## src/hdl/serial_pkg.sv

```systemverilog
// Package: register map, field positions and reset values of the serial transceiver
package serial_pkg;
  // Register indices as printed, byte address is four times the index
  localparam logic [7:0] DATA_IDX = 8'h0c;
  localparam logic [7:0] STATUS_IDX = 8'h0b;
  localparam logic [7:0] CONTROL_IDX = 8'h0a;
  localparam logic [7:0] DIVISOR_IDX = 8'h09;
  localparam logic [7:0] IRQ_ACK_IDX = 8'h08;
  // Status field positions
  localparam int ST_RXC = 7;
  localparam int ST_TXC = 6;
  localparam int ST_EMPTY = 5;
  localparam int ST_FE = 4;
  localparam int ST_OVR = 3;
  // Control field positions
  localparam int CT_RXIE = 7;
  localparam int CT_TXIE = 6;
  localparam int CT_EMIE = 5;
  localparam int CT_RECEIVER_ENABLE = 4;
  localparam int CT_TRANSMITTER_ENABLE = 3;
  localparam int CT_NINE = 2;
  localparam int CT_RX8 = 1;
  localparam int CT_TX8 = 0;
  localparam logic [7:0] CONTROL_RST = 8'h02;
  localparam logic [7:0] STATUS_RST = 8'h20;
  localparam logic [7:0] DIVISOR_RST = 8'h00;
  // Oversampling and vote points
  localparam logic [3:0] OVERSAMPLE_LAST = 4'hf;
  localparam logic [3:0] VOTE_A = 4'h7;
  localparam logic [3:0] VOTE_B = 4'h8;
  localparam logic [3:0] VOTE_C = 4'h9;

  typedef struct packed {
    logic rx_complete;
    logic tx_complete;
    logic tx_empty;
  } irq_s;
endpackage

```

## src/hdl/serial_uart.sv

```systemverilog
// Serial transceiver: APB registers, baud divider, transmitter and receiver
`timescale 1ns/10ps
// Operation
// RQ1 - Set receive complete on every transfer
// RQ2 - Data read clears it; request follows flag
// RQ3 - Transmit complete after stop, nothing pending
// RQ4 - Vector acknowledge or write-one clears
// RQ5 - Empty set on load, cleared by write
// RQ6 - Empty flag reads one after reset
// RQ7 - Empty request while flag and enable
// RQ8 - Framing flag follows sampled stop bit
// RQ9 - Overrun detected, shown after older read
// RQ10 - Overrun cleared on successful transfer
// RQ11 - Low three status bits read zero
// RQ12 - Transmit complete request when enabled
// RQ13 - Receiver off blocks flag setting only
// RQ14 - Transmitter drains before it stops
// RQ15 - Nine bit characters use ninth fields
// RQ16 - Control bit1 ninth received, bit0 write-only
// RQ17 - Baud is clock over sixteen times divisor+1
// RQ18 - Software keeps divisor error within one percent
// RQ19 - Sixteen samples, vote on 8,9,10
// RQ20 - Start zero, LSB first, stop one
// RQ21 - Data address splits into two registers
// RQ22 - Three separate gated request levels
// RQ23 - Status readable, only transmit complete writable
module serial_uart
  import serial_pkg::*;
(
  input wire logic clk_sys_i, // System clock
  input wire logic srst_i, // Synchronous reset
  input wire logic psel_i, // APB select
  input wire logic penable_i, // APB enable
  input wire logic pwrite_i, // APB direction
  input wire logic [31:0] paddr_i, // APB address
  input wire logic [31:0] pwdata_i, // APB write data
  output logic [31:0] prdata_o, // APB read data
  output logic pready_o, // APB ready
  output logic pslverr_o, // APB error
  input wire logic global_irq_en_i, // Global interrupt enable
  input wire logic tx_vector_ack_i, // Transmit complete vector taken
  output irq_s irq_o, // Interrupt requests
  input wire logic rxd_i, // Serial receive line
  output logic txd_o // Serial transmit line
);

  logic [7:0] control_q;
  logic [7:0] divisor_q;
  logic rxc_q, txc_q, empty_q, fe_q, ovr_q, ovr_pend_q, fe_pend_q;
  logic [7:0] rx_data_q, tx_data_q;
  logic tx_ninth_q;
  logic [2:0] rxd_sync_q;
  logic rxd_q;

  function automatic logic hit(input logic [31:0] a, input logic [7:0] idx);
    return a == {22'h0, idx, 2'b00};
  endfunction

  wire access = psel_i & penable_i;
  wire wr = access & pwrite_i;
  wire rd = access & ~pwrite_i;
  wire data_wr = wr & hit(paddr_i, DATA_IDX); // RQ21
  wire data_rd = rd & hit(paddr_i, DATA_IDX); // RQ21
  wire mapped = hit(paddr_i, DATA_IDX) | hit(paddr_i, STATUS_IDX) | hit(paddr_i, CONTROL_IDX) |
                hit(paddr_i, DIVISOR_IDX) | hit(paddr_i, IRQ_ACK_IDX);

  // Baud: 16x tick every divisor+1 cycles
  logic [7:0] div_cnt_q;
  logic tick16;
  assign tick16 = div_cnt_q == divisor_q; // RQ17
  always_ff @(posedge clk_sys_i) begin
    if (srst_i || tick16) begin
      div_cnt_q <= 8'h00;
    end else begin
      div_cnt_q <= div_cnt_q + 8'h01;
    end
  end
  logic [3:0] tx_phase_q;
  always_ff @(posedge clk_sys_i) begin
    if (srst_i) begin
      tx_phase_q <= 4'h0;
    end else if (tick16) begin
      tx_phase_q <= tx_phase_q + 4'h1;
    end
  end
  wire baud_tick = tick16 && tx_phase_q == OVERSAMPLE_LAST; // RQ17

  // Input synchroniser, change counts once second and third agree
  always_ff @(posedge clk_sys_i) begin
    if (srst_i) begin
      rxd_sync_q <= 3'b111;
      rxd_q <= 1'b1;
    end else begin
      rxd_sync_q <= {rxd_sync_q[1:0], rxd_i};
      if (rxd_sync_q[1] == rxd_sync_q[2]) begin
        rxd_q <= rxd_sync_q[2];
      end
    end
  end

  // Transmitter
  typedef enum {TX_IDLE, TX_LOADED, TX_SHIFT} tx_state_e;
  tx_state_e tx_state_q;
  logic [10:0] tx_shift_q;
  logic [3:0] tx_left_q;
  logic tx_pending_q;
  wire tx_nine = control_q[CT_NINE];
  wire tx_load = tx_pending_q && (tx_state_q == TX_IDLE ||
                 (tx_state_q == TX_SHIFT && baud_tick && tx_left_q == 4'h1));
  wire tx_done = tx_state_q == TX_SHIFT && baud_tick && tx_left_q == 4'h1 && !tx_pending_q; // RQ3
  always_ff @(posedge clk_sys_i) begin
    if (srst_i) begin
      tx_state_q <= TX_IDLE;
      tx_shift_q <= 11'h7ff;
      tx_left_q <= 4'h0;
      txd_o <= 1'b1;
    end else if (tx_load) begin
      tx_state_q <= TX_LOADED;
      // RQ15 RQ20
      tx_shift_q <= tx_nine ? {1'b1, tx_ninth_q, tx_data_q, 1'b0} : {2'b11, tx_data_q, 1'b0};
      // Extra count keeps the stop bit on the line a full bit time
      tx_left_q <= tx_nine ? 4'hc : 4'hb;
    end else if (baud_tick) begin
      unique case (tx_state_q)
        TX_IDLE: txd_o <= 1'b1;
        TX_LOADED, TX_SHIFT: begin
          // RQ20 LSB first after start bit; stop bit stays one bit time
          txd_o <= tx_shift_q[0];
          tx_shift_q <= {1'b1, tx_shift_q[10:1]};
          tx_left_q <= tx_left_q - 4'h1;
          tx_state_q <= (tx_state_q == TX_SHIFT && tx_left_q == 4'h1) ? TX_IDLE : TX_SHIFT;
        end
      endcase
    end
  end
  // Pending data is sent even if the enable drops mid-stream
  always_ff @(posedge clk_sys_i) begin
    if (srst_i) begin
      tx_pending_q <= 1'b0;
      tx_data_q <= 8'h00;
      tx_ninth_q <= 1'b0;
    end else if (data_wr && (control_q[CT_TRANSMITTER_ENABLE] || tx_state_q != TX_IDLE)) begin // RQ14
      tx_pending_q <= 1'b1;
      tx_data_q <= pwdata_i[7:0];
      tx_ninth_q <= control_q[CT_TX8]; // RQ15
    end else if (tx_load) begin
      tx_pending_q <= 1'b0;
    end
  end
  wire tx_load_ok = tx_load && (control_q[CT_TRANSMITTER_ENABLE] || tx_state_q != TX_IDLE); // RQ14
  wire tx_accept = data_wr && (control_q[CT_TRANSMITTER_ENABLE] || tx_state_q != TX_IDLE); // RQ14

  // Receiver
  typedef enum {RX_IDLE, RX_START, RX_BITS} rx_state_e;
  rx_state_e rx_state_q;
  logic [3:0] rx_smp_q;
  logic [1:0] rx_votes_q;
  logic [3:0] rx_bit_q;
  logic [9:0] rx_shift_q;
  wire rx_vote_pt = rx_smp_q == VOTE_A || rx_smp_q == VOTE_B || rx_smp_q == VOTE_C;
  wire rx_vote_one = rx_votes_q[1]; // RQ19
  wire rx_end = tick16 && rx_smp_q == OVERSAMPLE_LAST;
  wire [3:0] rx_bits_total = control_q[CT_NINE] ? 4'h9 : 4'h8;
  wire rx_finish = rx_state_q == RX_BITS && rx_end && rx_bit_q == rx_bits_total;
  wire [9:0] rx_frame = {rx_vote_one, rx_shift_q[9:1]};
  wire rx_stop = rx_vote_one;
  always_ff @(posedge clk_sys_i) begin
    if (srst_i || !control_q[CT_RECEIVER_ENABLE]) begin
      rx_state_q <= RX_IDLE;
      rx_smp_q <= 4'h0;
      rx_votes_q <= 2'b00;
      rx_bit_q <= 4'h0;
      rx_shift_q <= 10'h000;
    end else if (tick16) begin
      if (rx_vote_pt && rxd_q && rx_votes_q != 2'b11) begin
        rx_votes_q <= rx_votes_q + 2'b01;
      end
      rx_smp_q <= rx_smp_q + 4'h1;
      unique case (rx_state_q)
        RX_IDLE: begin
          rx_smp_q <= 4'h1;
          rx_votes_q <= 2'b00;
          if (!rxd_q) begin
            rx_state_q <= RX_START;
          end
        end
        RX_START: if (rx_end) begin
          rx_votes_q <= 2'b00;
          rx_bit_q <= 4'h0;
          rx_state_q <= rx_vote_one ? RX_IDLE : RX_BITS; // RQ19
        end
        RX_BITS: if (rx_end) begin
          rx_votes_q <= 2'b00;
          rx_shift_q <= {rx_vote_one, rx_shift_q[9:1]};
          rx_bit_q <= rx_bit_q + 4'h1;
          if (rx_finish) begin
            rx_state_q <= RX_IDLE;
          end
        end
      endcase
    end
  end
  // Stop sample is the last vote; data sits in the upper frame bits
  wire [8:0] rx_word = control_q[CT_NINE] ? rx_frame[8:0] : {1'b0, rx_frame[8:1]};

  // Receive path: data, flags. Overrun held back until the older byte is read.
  always_ff @(posedge clk_sys_i) begin
    if (srst_i) begin
      rx_data_q <= 8'h00;
      rxc_q <= 1'b0;
      fe_q <= 1'b0;
      ovr_q <= 1'b0;
      ovr_pend_q <= 1'b0;
      fe_pend_q <= 1'b0;
    end else if (rx_finish && !rxc_q) begin
      rx_data_q <= rx_word[7:0];
      rxc_q <= 1'b1; // RQ1
      fe_q <= ~rx_stop; // RQ8 RQ13
      ovr_q <= 1'b0; // RQ10
    end else if (rx_finish) begin
      ovr_pend_q <= 1'b1; // RQ9
      fe_pend_q <= ~rx_stop;
      if (data_rd) begin
        rxc_q <= 1'b0;
      end
    end else if (data_rd) begin
      rxc_q <= 1'b0; // RQ2
      if (ovr_pend_q) begin
        ovr_q <= 1'b1; // RQ9
        ovr_pend_q <= 1'b0;
      end
    end
  end

  // Transmit flags; set beats software clear
  always_ff @(posedge clk_sys_i) begin
    if (srst_i) begin
      empty_q <= STATUS_RST[ST_EMPTY]; // RQ6
    end else if (tx_load_ok) begin
      empty_q <= 1'b1; // RQ5
    end else if (tx_accept) begin
      empty_q <= 1'b0; // RQ5
    end
  end
  wire txc_clr = tx_vector_ack_i || (wr && hit(paddr_i, STATUS_IDX) && pwdata_i[ST_TXC]) ||
                 (wr && hit(paddr_i, IRQ_ACK_IDX) && pwdata_i[ST_TXC]);
  always_ff @(posedge clk_sys_i) begin
    if (srst_i) begin
      txc_q <= 1'b0;
    end else if (tx_done && control_q[CT_RECEIVER_ENABLE]) begin
      txc_q <= 1'b1; // RQ3 RQ13
    end else if (txc_clr) begin
      txc_q <= 1'b0; // RQ4 RQ23
    end
  end

  // Control, divisor
  always_ff @(posedge clk_sys_i) begin
    if (srst_i) begin
      control_q <= CONTROL_RST;
      divisor_q <= DIVISOR_RST;
    end else begin
      if (wr && hit(paddr_i, CONTROL_IDX)) begin
        control_q[7:2] <= pwdata_i[7:2];
        control_q[CT_TX8] <= pwdata_i[CT_TX8];
      end
      if (rx_finish && !rxc_q && control_q[CT_NINE]) begin
        control_q[CT_RX8] <= rx_word[8]; // RQ15 RQ16
      end
      if (wr && hit(paddr_i, DIVISOR_IDX)) begin
        divisor_q <= pwdata_i[7:0];
      end
    end
  end

  // APB answer: one access cycle, registered read data
  logic [7:0] rd_mux;
  always_comb begin
    rd_mux = 8'h00;
    if (hit(paddr_i, DATA_IDX)) rd_mux = rx_data_q; // RQ21
    if (hit(paddr_i, STATUS_IDX)) rd_mux = {rxc_q, txc_q, empty_q, fe_q, ovr_q, 3'b000}; // RQ11 RQ23
    if (hit(paddr_i, CONTROL_IDX)) rd_mux = {control_q[7:1], 1'b0}; // RQ16
    if (hit(paddr_i, DIVISOR_IDX)) rd_mux = divisor_q;
  end
  always_ff @(posedge clk_sys_i) begin
    if (srst_i) begin
      prdata_o <= 32'h0;
      pready_o <= 1'b0;
      pslverr_o <= 1'b0;
    end else begin
      pready_o <= psel_i && !penable_i;
      pslverr_o <= psel_i && !penable_i && !mapped;
      prdata_o <= (psel_i && !penable_i && !pwrite_i) ? {24'h0, rd_mux} : 32'h0;
    end
  end

  // Interrupt request levels
  always_ff @(posedge clk_sys_i) begin
    if (srst_i) begin
      irq_o <= '0;
    end else begin
      irq_o.rx_complete <= global_irq_en_i && control_q[CT_RXIE] && rxc_q; // RQ2 RQ22
      irq_o.tx_complete <= global_irq_en_i && control_q[CT_TXIE] && txc_q; // RQ12 RQ22
      irq_o.tx_empty <= global_irq_en_i && control_q[CT_EMIE] && empty_q; // RQ7 RQ22
    end
  end

  rx_flag_a: assert property (@(posedge clk_sys_i) disable iff (srst_i)
    rx_finish && !rxc_q |=> rxc_q) else $error("receive flag not set"); // RQ1
  rx_clear_a: assert property (@(posedge clk_sys_i) disable iff (srst_i)
    data_rd && !rx_finish |=> !rxc_q) else $error("read did not clear"); // RQ2
  empty_rst_a: assert property (@(posedge clk_sys_i) srst_i |=> empty_q)
    else $error("empty flag low after reset"); // RQ6
  empty_wr_a: assert property (@(posedge clk_sys_i) disable iff (srst_i)
    tx_accept && !tx_load_ok |=> !empty_q) else $error("write kept empty"); // RQ5
  status_low_a: assert property (@(posedge clk_sys_i) disable iff (srst_i)
    pready_o && !$past(pwrite_i) && $past(hit(paddr_i, STATUS_IDX)) |-> prdata_o[2:0] == 3'b000)
    else $error("reserved bits set"); // RQ11
  txc_hold_a: assert property (@(posedge clk_sys_i) disable iff (srst_i)
    !control_q[CT_RECEIVER_ENABLE] && !txc_q |=> !txc_q) else $error("flag set while off"); // RQ13
  irq_empty_a: assert property (@(posedge clk_sys_i) disable iff (srst_i)
    global_irq_en_i && control_q[CT_EMIE] && empty_q |=> irq_o.tx_empty)
    else $error("empty request missing"); // RQ7
  irq_txc_a: assert property (@(posedge clk_sys_i) disable iff (srst_i)
    global_irq_en_i && control_q[CT_TXIE] && $rose(txc_q) |-> ##1 irq_o.tx_complete)
    else $error("transmit request missing"); // RQ12
  txc_ack_a: assert property (@(posedge clk_sys_i) disable iff (srst_i)
    tx_vector_ack_i && !tx_done |=> !txc_q) else $error("ack did not clear"); // RQ4
  start_bit_a: assert property (@(posedge clk_sys_i) disable iff (srst_i)
    tx_state_q == TX_LOADED && baud_tick |=> !txd_o) else $error("start bit not zero"); // RQ20
  baud_div_a: assert property (@(posedge clk_sys_i) disable iff (srst_i)
    tick16 && divisor_q == 8'h01 && !$changed(divisor_q) && !(wr && hit(paddr_i, DIVISOR_IDX))
    |=> !tick16 ##1 tick16)
    else $error("divider period wrong"); // RQ17

endmodule // serial_uart

```

## config.mk

```make
export PLATFORM = sky130hd
export DESIGN_NAME = serial_uart
export DESIGN_NICKNAME = d
export VERILOG_FILES = /design/src/hdl/serial_pkg.sv /design/src/hdl/serial_uart.sv
export SDC_FILE = /design/constraint.sdc
export NUM_CORES = 1
export LEC_CHECK = 0
export BUFFER_PORTS_ARGS = -buffer_cell sky130_fd_sc_hd__clkbuf_2
export CELL_PAD_IN_SITES_DETAIL_PLACEMENT = 1
export CELL_PAD_IN_SITES_GLOBAL_PLACEMENT = 1
export CORE_UTILIZATION = 41
export CTS_CLUSTER_SIZE = 24
export DETAILED_ROUTE_END_ITERATION = 8
export GPL_ROUTABILITY_DRIVEN = 0
export PLACE_DENSITY_LB_ADDON = 0.2
export SLEW_MARGIN = 0
export SYNTH_ARGS = -nofsm -noshare
export SYNTH_HDL_FRONTEND = slang
export SYNTH_SLANG_ARGS = --single-unit
```

## constraint.sdc

```tcl
create_clock -name clk_sys_i -period 2.6 [get_ports clk_sys_i]
set_input_delay 0.52 -clock clk_sys_i [delete_from_list [all_inputs] [get_ports clk_sys_i]]
set_output_delay 0.52 -clock clk_sys_i [all_outputs]
set_load 0.05 [all_outputs]
```

==> Yosys cells after proc, flatten, opt, wreduce, memory -nomap -nowiden <==
Index checks and enable logic that the tools add are counted.
{ "classes": {"n_eq_ne": 26, "n_mux": 39, "bitwise": 15, "reduce_logical": 71, "add_sub_neg": 6} }
{ "op_table": {"columns": ["operator", "n"], "rows": [
  ["32-bit by 6-bit == test with 1-bit output (second input constant)", 5],
  ["32-bit 2-to-1 mux", 4],
  ["32-bit logical NOT", 3],
  ["32-bit case mux with 3 select lines", 1],
  ["11-bit 2-to-1 mux", 3],
  ["32-bit by 1-bit == test with 1-bit output (second input constant)", 1],
  ["32-bit by 2-bit == test with 1-bit output (second input constant)", 1],
  ["32-bit by 3-bit == test with 1-bit output (second input constant)", 1],
  ["8-bit 2-to-1 mux", 4],
  ["32-bit nonzero test", 1],
  ["1-bit logical AND", 31],
  ["4-bit 2-to-1 mux", 6],
  ["4-bit == test (second input constant)", 4],
  ["2-bit nonzero test", 7],
  ["4-bit by 1-bit adder with 4-bit output (second input constant)", 3],
  ["2-bit OR reduction", 6],
  ["1-bit 2-to-1 mux", 11],
  ["10-bit 2-to-1 mux", 1],
  ["2-bit != test (second input constant)", 5],
  ["2-bit AND reduction", 5],
  ["9-bit 2-to-1 mux", 1],
  ["8-bit by 1-bit adder with 8-bit output (second input constant)", 1],
  ["8-bit == test", 1],
  ["1-bit logical OR", 8],
  ["21 further kinds", 43]
]} }
{ "totals": {"ff_bits": 163, "in_bits": 72, "elab_cells": 191, "output_inout_bits": 38} }

==> Longest topological paths before layout <==
{ "logic_depth": {"word_depth": 8, "ltp_mapped": 9} }

==> Worst setup path after synthesis <==
Ideal clock, no wire load.
{ "synth_timing": {"path_type": "input-to-reg", "startpoint": "input port paddr_i[7]", "endpoint": "register empty_q", "t_arrival_ps": 1949, "slack_ps": 532, "required_ps": 2480, "setup_ps": 120, "cell_stages": 6, "path_cell_list": "or3b_1 -> nor4b_4 -> and2_1 -> buf_2 -> nand2_1 -> a211o_1"} }
{ "synth_between": {"elab_chain_len": 3} }
{ "synth_lines": {"columns": ["item", "line", "text"], "rows": [
  ["from (decl)", "serial_uart.sv:35", "input wire logic [31:0] paddr_i,"],
  ["32-bit by 6-bit == test with 1-bit output", "serial_uart.sv:56", "return a == {22'h0, idx, 2'b00};"],
  ["1-bit bitwise AND", "serial_uart.sv:62", "wire data_wr = wr & hit(paddr_i, DATA_IDX);"],
  ["1-bit logical AND", "serial_uart.sv:151", "wire tx_accept = data_wr && (control_q[CT_TRANSMITTER_ENABLE] || tx_state_q != TX_IDLE);"],
  ["to (signal assigned)", "serial_uart.sv:238", "empty_q <= STATUS_RST[ST_EMPTY];"],
  ["to (decl)", "serial_uart.sv:49", "logic rxc_q, txc_q, empty_q, fe_q, ovr_q, ovr_pend_q, fe_pend_q;"]
]} }
No other way between the ends.
A chain may end at the register's enable or synchronous reset.

==> Worst setup path after layout <==
{ "layout_timing": {"startpoint": "register tx_left_q[1]", "endpoint": "register tx_left_q[1]"} }
{ "layout_between": {"elab_chain_len": 6, "elab_cells_between_ends": 11, "cone_classes": "add/sub (1); eq/ne (1); mux (3); reduce/logical (6)"} }
{ "layout_lines": {"columns": ["item", "line", "text"], "rows": [
  ["from (decl)", "serial_uart.sv:105", "logic [3:0] tx_left_q;"],
  ["from (signal assigned)", "serial_uart.sv:122", "tx_left_q <= tx_nine ? 4'hc : 4'hb;"],
  ["from (signal assigned)", "serial_uart.sv:130", "tx_left_q <= tx_left_q - 4'h1;"],
  ["branches (longest 6 deep; another with 4-bit by 1-bit subtractor with 4-bit output)", null, null]
]} }
Parallel ways; which one is timed is not known. The select of a mux whose other input is x is not followed.

==> metrics.md <==
| Metric | Value |
|---|---|
| Status | completed |
| Antenna Nets Post-Route | 0 |
| HP Class | in -> reg |
| Multi-input logic area | 2730 sq um |
| DRC | 0 |
| First-pass GRT wire length | 22440 um |
| Die Y | about 110 um |
| Finished Layout Cells | 820 |
| CP max FO | 20 |
| Beginning of the worst hold path | rxd_i |
| I/O pin cnt | 110 |
| Synth warn | 0 |
| Rows | 40 |
| Worst slew pin tran | approximately 0.64 ns |
| # setup viols final | 0 |
| Largest net degree at the start of global routing | 52 |
| Reg2reg end | tx_left_q[1]$_SDFFE_PP0P_ |
| Post-synth EDFFs | 0 |
| Number of diodes | 0 |
| Average cell area after synthesis | between 8 and 9 sq um |
| Placed Cells | 804 |
| Clk Latency, worst-skew pair | 0.36 ns |
| WP data arrival | 2.59 ns |
| Post-Synth Simple-Gate Area | a little over a fifth |
| Fin Clk Skew | 0.008573 ns |
| I/O Buffers | 61 |
| Register area | 2142 sq um |
| DR vias/cell | 5.450 |
| CTS tree | yes |
| Distinct cells, synth | 63 |
| Sequential element share of the synthesized area | just over 40% |
| Vias | around 4500 |
| Pwr Total | 3.276 mW |
| Core footprint | 12110 sq um |
| Reg-to-reg startpoint | tx_left_q[1]$_SDFFE_PP0P_ |
| Tcrit/Tclk final | 89.91% |
| Path depth of the worst reg2reg path | 8 |
| Total CTS buffers | 9 |
| Vias in the first global route | 4397 |
| Pre-Repair DR Iteration Count | 4 |
| CP Class | reg -> reg |
| PwrDens | between 500 and 600 nW/um^2 |
| Mux share of post-synthesis cell area | between 6 and 7% |
| Clock sinks | 107 |
| Area share of xor/xnor cells in the synthesized design | 3.566% |
| Mapped Cells | just under 600 |
| Filler Cell Count | around 1500 |
| Max Fclk | 427.8 MHz |
| Cts repair resizes | 0 |
| DIE AREA | 13030 sq um |
| Postcts setup bufs | 0 |
| Post-Syn Area | 5157 sq um |
| Initial DRC count | 187 |
| FF-to-FF setup slack | around 0.26 ns |
| Leak | 2.260 nW |
| Tmin final | 2.338 ns |
| Top FF cell, synth | dfxtp_1 |
| Area growth, synth to finish | 14.82% |
| Post-synthesis adder-cell area fraction | 3.396% |
| Fin. Hold Viols | 0 |
| WL final | 14090 um |
| Worst-path clk slew | 0.07 ns |
| Placement Cell Area | about 5600 sq um |
| Setup total negative slack | 0 ns |
| Initial antenna violation count | 0 |
| Post-layout instance area | 5922 sq um |
| Slew margin rel. | 56.48% |
| Final net count | 733 |
| CP endpoint kind | flop |
| Async SR Flop Fraction | 0% |
| Total grt overflow | 0 |
| VDD IR-drop max | approximately 0.28 mV |
| Worst Hold Endpoint | rxd_sync_q[0]$_SDFF_PP1_ |
| Drt wl/cell | 17.18 um |
| Clk root buf | clkbuf_16 |
| H-tree depth | 3 |
| Die width | 114.2 um |
| Hold_buf cts | 0 |
| Synth Area in Compound Gates | 16.59% |
| Max_cap viols | 0 |
| Worst Setup Start Kind | flop |
| Share of layout cells above drive strength 1 | ~18% |
| Hold Path Cell Cnt | 2 |
| Flops & latches, synth | 107 |
| Worst Setup SP | tx_left_q[1]$_SDFFE_PP0P_ |
| Hpwl dp | around 10000 um |
| Largest family of logic cells by synthesized area | simple AND/OR/NAND/NOR gates |
| Total track usage | 22.24% |
| Worst endpoint required time | about 2.9 ns |
| RSZ-0062 raised after global routing | no |
| Clk buf depth | 2 |
| Initial Utilization | 42.58% |
| Slew Viols, Final | 0 |
==> cells in the mapped netlist, types with 3 or more instances <==
cell type / n / area (sq um)
nor4_1: 8 / 50.05
buf_4: 24 / 180.2
and2_1: 12 / 75.07
and3_1: 10 / 62.56
mux2i_1: 30 / 300.3
nand4_1: 3 / 18.77
xor2_1: 7 / 61.31
nand4_2: 3 / 37.54
inv_1: 14 / 52.55
o22ai_1: 4 / 25.02
a21oi_1: 52 / 260.3
a211oi_1: 11 / 82.58
nand3b_1: 4 / 30.03
nor3b_1: 3 / 22.52
xnor2_1: 14 / 122.6
o21ai_0: 34 / 170.2
nand2b_1: 3 / 18.77
or4_1: 3 / 22.52
buf_2: 13 / 65.06
nor2b_1: 5 / 31.28
nand2_1: 51 / 191.4
a22oi_1: 7 / 52.55
ha_1: 14 / 175.2
dfxtp_1: 107 / 2142
nor3_1: 17 / 85.08
a31o_2: 3 / 26.28
a31oi_1: 12 / 75.07
and4_1: 5 / 43.79
or3_1: 6 / 37.54
or2_2: 3 / 18.77
nand3_1: 31 / 155.2
clkbuf_1: 18 / 67.56
nor2_1: 18 / 67.56
==> cell type report <==
type                            instances  area share [%]
Sequential cell                       107           36.17
Timing Repair Buffer                   83           7.944
Tap cell                              168           3.550
Inverter                               16           1.014
Clock inverter                          6           1.183
Multi-Input combinational cell        430           46.10
Clock buffer                           10           4.035
==> cells by family (layout without fill, tap and decap cells) <==
logic type,after synthesis,count (layout)
buf+inv,72,115
simple gates,198,198
xor+xnor,21,21
compound gates,142,142
other cells,1,24
fa+ha+maj,14,14
flops,107,107
mux,31,31
==> flip-flops by register name, indices dropped and copies added (netlist names), 2 cells and up <==
signal and flops:
prdata_o 8, rx_state_q 2, rx_smp_q 4, irq_o 3
tx_data_q 8, tx_left_q 4, divisor_q 8, rx_data_q 8
control_q 8, rx_votes_q 2, rxd_sync_q 3, tx_phase_q 4
tx_state_q 2, rx_bit_q 4, div_cnt_q 8, rx_shift_q 9
tx_shift_q 10
==> stage by stage <==
step / hold slack, ns / util [%] / setup slack, ns
floorplan: 0.3895 / - / 0.5317
global placement: 0.3958 / 46.34 / 0.3724
detailed placement: 0.4060 / 46.34 / 0.2835
CTS: 0.3397 / 48.89 / 0.2754
global route: 0.3537 / 48.89 / 0.09112
finish: 0.3452 / 48.89 / 0.2624
==> power by group <==
| part | switching, mW | total (mW) | internal [mW] |
|---|---|---|---|
| Sequential | 0.00425 | 1.65 | 1.64 |
| Clock | 0.653 | 1.44 | 0.783 |
| Combinational | 0.144 | 0.192 | 0.0476 |
==> worst max-delay path by stage <==
stage	end	cells after the start
after global placement	tx_ninth_q$_SDFFE_PP0P_	7
final	tx_left_q[1]$_SDFFE_PP0P_	8
after detailed placement	tx_left_q[1]$_SDFFE_PP0P_	8
after CTS	tx_left_q[1]$_SDFFE_PP0P_	8
after floorplan	empty_q$_SDFFE_PP1P_	6
after global routing	tx_state_q[1]$_SDFFE_PP0P_	8
==> cells in the final DEF (no fill, tap or decap), types with 16 or more instances in the layout <==
cell type / synthesis / final
clkbuf_2: 0 / 61
mux2i_1: 30 / 30
buf_4: 24 / 22
conb_1: 1 / 24
nand2_1: 51 / 51
nor3_1: 17 / 16
a21oi_1: 52 / 52
nor2_1: 18 / 18
nand3_1: 31 / 31
o21ai_0: 34 / 34
dfxtp_1: 107 / 107
==> worst max-delay path: stages, from the launching register on <==
cell and delay, ns:
dfxtp_1 0.31, inv_1 0.10, ha_1 0.15, nor4bb_1 0.58
and3_1 0.25, a32oi_1 0.09, buf_4 0.23, and2_1 0.31
a21o_1 0.22
==> metal layers <==
layer  vias up  global-route usage [%]  wire (um)
met4         0                   8.312        240
met2       108                   38.02       6729
met1      2167                   28.47       6584
met3        13                   3.123        534
li1       2181                       -          -
met5         -                       0          0
Power figures use the tool's default switching activity.
